File: config.mk
export PLATFORM = sky130hd
export DESIGN_NAME = fcc_device_flat
export DESIGN_NICKNAME = d
export VERILOG_FILES = /design/src/fcc_pkg.sv /design/src/fcc_link_if.sv /design/src/fcc_device.sv /design/src/flat_wrapper.sv
export SDC_FILE = /design/constraint.sdc
export NUM_CORES = 1
export LEC_CHECK = 0
export ABC_CLOCK_PERIOD_IN_PS = 3900
export BUFFER_PORTS_ARGS = -buffer_cell sky130_fd_sc_hd__buf_2
export CELL_PAD_IN_SITES_DETAIL_PLACEMENT = 1
export CELL_PAD_IN_SITES_GLOBAL_PLACEMENT = 1
export CORE_ASPECT_RATIO = 2
export CORE_MARGIN = 4
export CORE_UTILIZATION = 48
export DETAILED_ROUTE_END_ITERATION = 7
export PLACE_DENSITY_LB_ADDON = 0.1
export SYNTH_ARGS = -nofsm -noshare
export SYNTH_HDL_FRONTEND = slang
export SYNTH_SLANG_ARGS = --single-unit
File: constraint.sdc
create_clock -name sys_clk -period 3.9 [get_ports sys_clk]
set_input_delay 0.78 -clock sys_clk [delete_from_list [all_inputs] [get_ports sys_clk]]
set_output_delay 0.78 -clock sys_clk [all_outputs]
set_load 0.05 [all_outputs]
File: src/fcc_pkg.sv
// Shared constants for the flash charger control ends.
// Assumes one 200 MHz clock shared by both ends.
package fcc_pkg;

    // ------------------------------------------------------------
    // Clock and timing
    // ------------------------------------------------------------
    localparam int unsigned CLK_PERIOD_NS   = 5;
    localparam int unsigned SETUP_WINDOW_NS = 200000;
    localparam int unsigned OFF_MAX_NS      = 18000;
    localparam int unsigned FIRST_PULSE_NS  = 15000;
    localparam int unsigned SHORT_PULSE_NS  = 200;
    localparam int unsigned TRIGGER_IN_PULSE_NS   = 1000;
    // Longest times round down, least times round up
    localparam int unsigned SETUP_WINDOW_CYC = SETUP_WINDOW_NS / CLK_PERIOD_NS;
    localparam int unsigned OFF_MAX_CYC      = OFF_MAX_NS / CLK_PERIOD_NS;
    localparam int unsigned FIRST_PULSE_CYC  = (FIRST_PULSE_NS + CLK_PERIOD_NS - 1) / CLK_PERIOD_NS;
    localparam int unsigned SHORT_PULSE_CYC  = (SHORT_PULSE_NS + CLK_PERIOD_NS - 1) / CLK_PERIOD_NS;
    localparam int unsigned TRIGGER_IN_PULSE_CYC   = (TRIGGER_IN_PULSE_NS + CLK_PERIOD_NS - 1) / CLK_PERIOD_NS;

    // ------------------------------------------------------------
    // Current limit coding
    // ------------------------------------------------------------
    localparam int unsigned LIMIT_W          = 4;
    localparam logic [3:0]  LIMIT_DEFAULT    = 4'h0;   // Full scale, 1.5 A
    localparam logic [3:0]  LIMIT_LOWEST     = 4'hf;   // 29 % of full scale
    localparam int unsigned TIMER_W          = 16;

    typedef enum logic [2:0] {
        ST_STANDBY = 3'b000,
        ST_SETUP   = 3'b001,
        ST_ON      = 3'b010,
        ST_OFF     = 3'b011,
        ST_DONE    = 3'b100,
        ST_LOCKED  = 3'b101
    } fcc_dev_state_t;

    typedef enum logic [2:0] {
        HS_IDLE    = 3'b000,
        HS_LOW     = 3'b001,
        HS_FIRST   = 3'b010,
        HS_GAPLOW  = 3'b011,
        HS_GAPHIGH = 3'b100,
        HS_HOLD    = 3'b101
    } fcc_host_state_t;

endpackage

File: src/fcc_link_if.sv
// Pin-level link between the host controller and the charger.
// The done line is open drain with an assumed pull-up.
interface fcc_link_if;
    logic chargeRequest;
    logic trigger;
    logic doneOut;
    logic doneOeN;
    logic doneLine;

    // Pull-up wins while nobody pulls low
    assign doneLine = doneOeN ? 1'b1 : doneOut;

    modport dev (
        input  chargeRequest,
        input  trigger,
        output doneOut,
        output doneOeN
    );
    modport hst (
        output chargeRequest,
        output trigger,
        input  doneLine
    );
endinterface

File: src/fcc_device.sv
// Charger end: charge sequencing, limit decoder, gate driver, done flag.
// Assumes analog comparators arrive as levels on sys_clk; link pins are async.
//
// Notes on behaviour
// - Charge starts on request rise above lockout
// - Rise under lockout ignored; needs fresh rise
// - Stop at target; new rise for recharge
// - Request low keeps standby, switching off
// - Gate drive follows trigger always
// - Host avoids triggers while charging
// - Host holds request low at power-up
// - Done pulled low: request high and target
// - Default limit is full scale, 15 steps
// - Switch off at selected peak current
// - Next cycle: flux reset or 18 us
// - Low output: fixed 18 us timer mode
// - Fast mode waits secondary end, valley
// - Sixteen levels, 100 to 29 percent
// - Switching begins after setup window ends
// - Limit held while high; low resets decoder
// - First rise starts decoder, counts 16 edges
// - Host first pulse at least 15 us
// - Host later pulses down to 0.2 us
// - Host last edge within 200 us
// - Each extra pulse lowers limit one level
module fcc_device
    import fcc_pkg::*;
#(
    parameter int unsigned SETUP_CYC = fcc_pkg::SETUP_WINDOW_CYC
) (
    input  wire logic              sys_clk,
    input  wire logic              srst,
    fcc_link_if.dev                link,
    input  wire logic              supplyOk,
    input  wire logic              peakReached,
    input  wire logic              fluxReset,
    input  wire logic              fastModeOk,
    input  wire logic              targetReached,
    output logic                   switchOn,
    output logic                   gateDrive,
    output logic                   timerMode,
    output logic                   charging,
    output logic [fcc_pkg::LIMIT_W-1:0] currentLimitCode
);
    import fcc_pkg::*;

    // ------------------------------------------------------------
    // Pin synchronisers
    // ------------------------------------------------------------
    logic [1:0]           pinSync0_r;
    logic [1:0]           pinSync1_r;
    logic [1:0]           pinSync2_r;
    logic [1:0]           pinFilt_r;
    logic                 chargeHigh;
    logic                 trigHigh;
    logic                 chargePrev_r;
    logic                 chargeRise;

    always_ff @(posedge sys_clk) begin
        if (srst) begin
            pinSync0_r <= 2'h0;
            pinSync1_r <= 2'h0;
            pinSync2_r <= 2'h0;
        end else begin
            pinSync0_r <= {link.trigger, link.chargeRequest};
            pinSync1_r <= pinSync0_r;
            pinSync2_r <= pinSync1_r;
        end
    end

    // A change counts only once stages two and three agree
    genvar gi;
    generate
        for (gi = 0; gi < 2; gi++) begin : gFilt
            always_ff @(posedge sys_clk) begin
                if (srst) begin
                    pinFilt_r[gi] <= 1'b0;
                end else if (pinSync1_r[gi] == pinSync2_r[gi]) begin
                    pinFilt_r[gi] <= pinSync2_r[gi];
                end
            end
        end
    endgenerate

    assign chargeHigh = pinFilt_r[0];
    assign trigHigh   = pinFilt_r[1];
    assign chargeRise = chargeHigh & ~chargePrev_r;

    always_ff @(posedge sys_clk) begin
        if (srst) begin
            chargePrev_r <= 1'b0;
        end else begin
            chargePrev_r <= chargeHigh;
        end
    end

    // ------------------------------------------------------------
    // Charge sequencer and limit decoder
    // ------------------------------------------------------------
    fcc_dev_state_t       state_r;
    fcc_dev_state_t       state_nxt;
    logic [TIMER_W-1:0]   timer_r;
    logic [LIMIT_W-1:0]   edgeCnt_r;
    logic                 windowEnd;
    logic                 offTimeout;
    logic                 restart;

    assign windowEnd  = (timer_r == TIMER_W'(SETUP_CYC - 1));
    assign offTimeout = (timer_r == TIMER_W'(OFF_MAX_CYC - 1));
    // Timer mode ignores flux reset, fast mode takes the earlier event
    assign restart    = offTimeout | (fastModeOk & fluxReset);

    always_comb begin
        state_nxt = state_r;
        unique case (state_r)
            ST_STANDBY: begin
                if (chargeRise) begin
                    state_nxt = supplyOk ? ST_SETUP : ST_LOCKED;
                end
            end
            ST_SETUP: begin
                // Low gaps inside the window are programming pulses
                if (windowEnd) begin
                    if (!chargeHigh) begin
                        state_nxt = ST_STANDBY;
                    end else if (!supplyOk) begin
                        state_nxt = ST_LOCKED;
                    end else begin
                        state_nxt = ST_ON;
                    end
                end
            end
            ST_ON: begin
                if (peakReached || offTimeout) begin
                    state_nxt = ST_OFF;
                end
            end
            ST_OFF: begin
                // Output is sensed while the switch is off
                if (targetReached) begin
                    state_nxt = ST_DONE;
                end else if (restart) begin
                    state_nxt = ST_ON;
                end
            end
            ST_DONE: begin
                state_nxt = ST_DONE;
            end
            ST_LOCKED: begin
                state_nxt = ST_LOCKED;
            end
            default: begin
                state_nxt = ST_STANDBY;
            end
        endcase
        // Lockout during a charge parks it until a fresh rise
        if ((state_r == ST_ON || state_r == ST_OFF) && !supplyOk) begin
            state_nxt = ST_LOCKED;
        end
        if (state_r != ST_STANDBY && state_r != ST_SETUP && !chargeHigh) begin
            state_nxt = ST_STANDBY;
        end
    end

    always_ff @(posedge sys_clk) begin
        if (srst) begin
            state_r <= ST_STANDBY;
        end else begin
            state_r <= state_nxt;
        end
    end

    always_ff @(posedge sys_clk) begin
        if (srst || state_nxt != state_r) begin
            timer_r <= '0;
        end else if (state_r == ST_SETUP || state_r == ST_ON || state_r == ST_OFF) begin
            timer_r <= timer_r + TIMER_W'(1);
        end
    end

    // Edge count: first rise is level zero, saturates at the lowest level
    always_ff @(posedge sys_clk) begin
        if (srst || state_r == ST_STANDBY) begin
            edgeCnt_r <= LIMIT_DEFAULT;
        end else if (state_r == ST_SETUP && chargeRise && edgeCnt_r != LIMIT_LOWEST) begin
            edgeCnt_r <= edgeCnt_r + LIMIT_W'(1);
        end
    end

    always_ff @(posedge sys_clk) begin
        if (srst || state_nxt == ST_STANDBY) begin
            currentLimitCode <= LIMIT_DEFAULT;
        end else if (state_r == ST_SETUP && windowEnd) begin
            currentLimitCode <= edgeCnt_r;
        end
    end

    // ------------------------------------------------------------
    // Outputs
    // ------------------------------------------------------------
    always_ff @(posedge sys_clk) begin
        if (srst) begin
            switchOn   <= 1'b0;
            timerMode  <= 1'b1;
            charging   <= 1'b0;
            gateDrive  <= 1'b0;
        end else begin
            switchOn   <= (state_nxt == ST_ON);
            timerMode  <= ~fastModeOk;
            charging   <= (state_nxt == ST_SETUP || state_nxt == ST_ON || state_nxt == ST_OFF);
            gateDrive  <= trigHigh;
        end
    end

    assign link.doneOut = 1'b0;

    always_ff @(posedge sys_clk) begin
        if (srst) begin
            link.doneOeN <= 1'b1;
        end else begin
            link.doneOeN <= ~(chargeHigh && state_nxt == ST_DONE);
        end
    end

endmodule // fcc_device

File: src/flat_wrapper.sv
// flat-port wrapper written by rule: the top's interface ports become plain ports
module fcc_device_flat import fcc_pkg::*;
#(
    parameter int unsigned SETUP_CYC = fcc_pkg::SETUP_WINDOW_CYC
)
  (sys_clk, srst, supplyOk, peakReached, fluxReset, fastModeOk, targetReached, switchOn, gateDrive, timerMode, charging, currentLimitCode, link_chargeRequest, link_trigger, link_doneOut, link_doneOeN);
  fcc_link_if link_i ();
  input  wire logic sys_clk;
  input  wire logic srst;
  input  wire logic supplyOk;
  input  wire logic peakReached;
  input  wire logic fluxReset;
  input  wire logic fastModeOk;
  input  wire logic targetReached;
  output logic switchOn;
  output logic gateDrive;
  output logic timerMode;
  output logic charging;
  output logic [fcc_pkg::LIMIT_W-1:0] currentLimitCode;
  input wire logic [$bits(link_i.chargeRequest)-1:0] link_chargeRequest;
  input wire logic [$bits(link_i.trigger)-1:0] link_trigger;
  output wire logic [$bits(link_i.doneOut)-1:0] link_doneOut;
  output wire logic [$bits(link_i.doneOeN)-1:0] link_doneOeN;
  assign link_i.chargeRequest = link_chargeRequest;
  assign link_i.trigger = link_trigger;
  assign link_doneOut = link_i.doneOut;
  assign link_doneOeN = link_i.doneOeN;
  fcc_device #(.SETUP_CYC(SETUP_CYC)) u_core (.sys_clk(sys_clk), .srst(srst), .link(link_i), .supplyOk(supplyOk), .peakReached(peakReached), .fluxReset(fluxReset), .fastModeOk(fastModeOk), .targetReached(targetReached), .switchOn(switchOn), .gateDrive(gateDrive), .timerMode(timerMode), .charging(charging), .currentLimitCode(currentLimitCode));
endmodule
==> impl_metrics.csv <==
group,metric,value,unit
layout,num-fill-cells,605,
critical_path,cp_slowest_cell,"a211o_1",
sta,finalCriticalPeriod,3.12,ns
layout,utilization,53.4,%
synth,ys.flop_type,"dfxtp_1",
cts,root_buffer,"clkbuf_8",
floorplan,die_x,56.9,um
job,maxCapViolations,0,
sta,max_freq,321,MHz
power_and_ir_drop,peakVddDrop,0.243,mV
route,vias_per_cell,6.05,
cts,cts_tree,"yes",
floorplan,io_pins,19,
layout,layout-drive-gt1-share,13.6,%
layout,nNetsFinal,297,
critical_path,cpPeakStageDelay,0.64,ns
sta,setup_viol,0,
placement,dpl.hpwl,4440,um
floorplan,die_y,106,um
grt,globalRouteTotalUtil,21.9,%
synth,ys_warn_count,0,
placement,globalplace.congestion,0.871,
critical_path,path_buf_inv,0,
cts,clock_latency,0.30,ns
synth,postSynthAreaPerCell,8.36,um2
cts,cts_buffers,5,
cts,cts_setup_buffers,0,
synth,synth_cell_type_count,49,
grt,grt-ovfl-total,0,
floorplan,core-area,0.00464,mm2
critical_path,cp-end-kind,"register",
route,antenna_left,0,
cts,path_clk_slew,0.08,ns
cts,ctsHoldBuffers,0,
grt,grt_max_degree,33,
sta,rsz0062_at_grt,"no",
sta,hold_violations,0,
route,first_pass_iters,5,
grt,grt_pass1_wl,10400,um
cts,cts-resized-gates,0,
synth,synthCells,275,
critical_path,crit_family,"simple AND/OR/NAND/NOR gates",
critical_path,worstPathArrival,3.30,ns
run_status,status,"finished, final reports clean",
floorplan,row_count,35,
grt,antenna_found_initial,0,
critical_path,crit_path_max_fanout,32,
layout,syn_to_final_growth,7.89,%
synth,synth_seq_cells,41,
route,drt_iter0_drc,53,
synth,synth_edf_count,0,
sta,clock-skew-final,0.00725,ns
critical_path,cp.required,4.08,ns
synth,async_flop_share,0,%
critical_path,setup.worst_path.class,"reg2reg",
sta,fin_tns_setup,0,ns
power_and_ir_drop,p_per_area,318,mW/mm2
synth,ys_seq_area_share,35.7,%
sta,fin_crit_sh,80.0,%
route,drc,0,
critical_path,crit_start,"u_core.timer_r[0]$_SDFFE_PP0P_",
critical_path,start_kind,"register",
route,wl_per_cell,17.7,um
synth,syn_area,0.00230,mm2
cts,cts_buffer_depth,2,
hold_path,hold_class,"reg2reg",
grt,grt_pass1_vias,2193,
placement,io_buffer_count,17,
floorplan,die-area,0.00603,mm2
cts,cts_sinks,41,
power_and_ir_drop,p_leak,0.877,nW
hold_path,worstHoldStart,"u_core.pinSync0_r[1]$_SDFF_PP0_",
floorplan,start_util,49.5,%
critical_path,rr_startpoint,"u_core.timer_r[0]$_SDFFE_PP0P_",
cts,h-tree-depth,2,
sta,slew_headroom,34.8,%
route,wl,6040,um
layout,antenna-diode-count,0,
synth,synthesis.nets,286,
route,vias,2063,
sta,tightest_slew,0.978,ns
critical_path,crit_chain,"ha_1 -> or4b_1 -> or4_4 -> or3_4 -> a211o_1 -> nand4_1 -> mux2i_1",
sta,maxSlewViolCount,0,
per-stage QoR:
stage / hold WS [ns] / area, um2 / setup slack (ns) / total power, mW / std cells
finish: 0.452 / 2480 / 0.781 / 0.788 / 341
CTS: 0.454 / 2480 / 0.770 / 0.791 / 341
floorplan: 0.414 / 2300 / 1.29 / 0.453 / 275
global placement: 0.421 / 2380 / 0.924 / 0.462 / 334
global route: 0.469 / 2480 / 0.589 / 0.810 / 341
detailed placement: 0.436 / 2380 / 0.782 / 0.462 / 334
worst reg2reg max path, stage by stage, from the launching register on:
cell and delay [ns]:
dfxtp_1 0.39, ha_1 0.26, or4b_1 0.48, or4_4 0.45, or3_4 0.41, a211o_1 0.64, nand4_1 0.30, mux2i_1 0.09
synthesized netlist by cell type, types with 4 or more instances:
master / instances / area (um2)
a21oi_1: 10 / 50.1
and2_1: 5 / 31.3
buf_6: 4 / 45.0
clkbuf_1: 11 / 41.3
dfxtp_1: 41 / 821
inv_1: 5 / 18.8
mux2i_1: 23 / 230
nand2_1: 12 / 45.0
nand3_1: 28 / 140
nand4_1: 20 / 125
nor2_1: 31 / 116
nor2b_1: 8 / 50.1
nor3_1: 12 / 60.1
o21ai_0: 7 / 35.0
xnor2_1: 5 / 43.8
xor2_1: 11 / 96.3
placed cells by master (no fill, tap or decap), types with 3 or more instances in the layout:
| cell | count |
|---|---|
| mux2i_1 | 23 |
| buf_4 | 5 |
| buf_2 | 17 |
| o21ai_0 | 7 |
| and4_1 | 3 |
| or2_2 | 3 |
| xor2_1 | 11 |
| nand2b_1 | 3 |
| and2_1 | 5 |
| inv_1 | 5 |
| nor3_1 | 12 |
| nand4_1 | 20 |
| xnor2_1 | 5 |
| nor2_1 | 31 |
| nor2b_1 | 8 |
| nand3_1 | 28 |
| nand2_1 | 12 |
| a21oi_1 | 10 |
| dfxtp_1 | 41 |
| clkbuf_8 | 5 |
cells by family after synthesis:
kind of cell / count (synthesis) / synth area share [%]
and+or+nand+nor: 139 / 32.7
buffers and inverters: 23 / 5.99
AOI/OAI and AO/OA: 30 / 8.22
other: 1 / 0.163
muxes: 23 / 10.0
adders and majority gates: 2 / 1.09
xor gates and xnor gates: 16 / 6.10
DFF: 41 / 35.7
sequential cells by signal, summed over array words and instances (netlist names), 2 cells and up:
| register | count |
|---|---|
| u_core.pinSync2_r | 2 |
| u_core.pinSync1_r | 2 |
| u_core.state_r | 3 |
| u_core.pinSync0_r | 2 |
| u_core.currentLimitCode | 4 |
| u_core.timer_r | 16 |
| u_core.edgeCnt_r | 4 |
layer usage:
| metal | wire (um) | vias to the layer above | track usage (%) |
|---|---|---|---|
| met1 | 2160 | 1021 | 21.2 |
| met2 | 3630 | 26 | 44.3 |
| met4 | 114 | 0 | 7.63 |
| li1 | - | 1007 | - |
| met5 | 0 | - | 0 |
| met3 | 133 | 9 | 2.70 |
report_power, final:
| part | switching [mW] | internal, mW | total [mW] |
|---|---|---|---|
| Sequential | 0.00121 | 0.421 | 0.423 |
| Clock | 0.150 | 0.186 | 0.336 |
| Combinational | 0.0206 | 0.00889 | 0.0295 |
worst paths after layout:
kind                            slack (ns)  cells after the start                         endpoint
worst max register to register        0.78                      7  u_core.timer_r[11]$_SDFFE_PP0P_
worst min-delay path                  0.45                      1  u_core.pinSync1_r[1]$_SDFF_PP0_
worst max-delay path                  0.78                      7  u_core.timer_r[11]$_SDFFE_PP0P_
worst min register to register        0.45                      1  u_core.pinSync1_r[1]$_SDFF_PP0_
cell type report:
class                      instances  area [um2]  area share, %
multi-input combinational        211        1350           54.2
sequential                        41         821           33.1
timing repair buffer              22         123           4.94
clock buffer                       5        68.8           2.77
tap                               55        68.8           2.77
clock inverter                     2        35.0           1.41
inverter                           5        18.8          0.757
No activity file was read; power rests on OpenSTA's default activity.
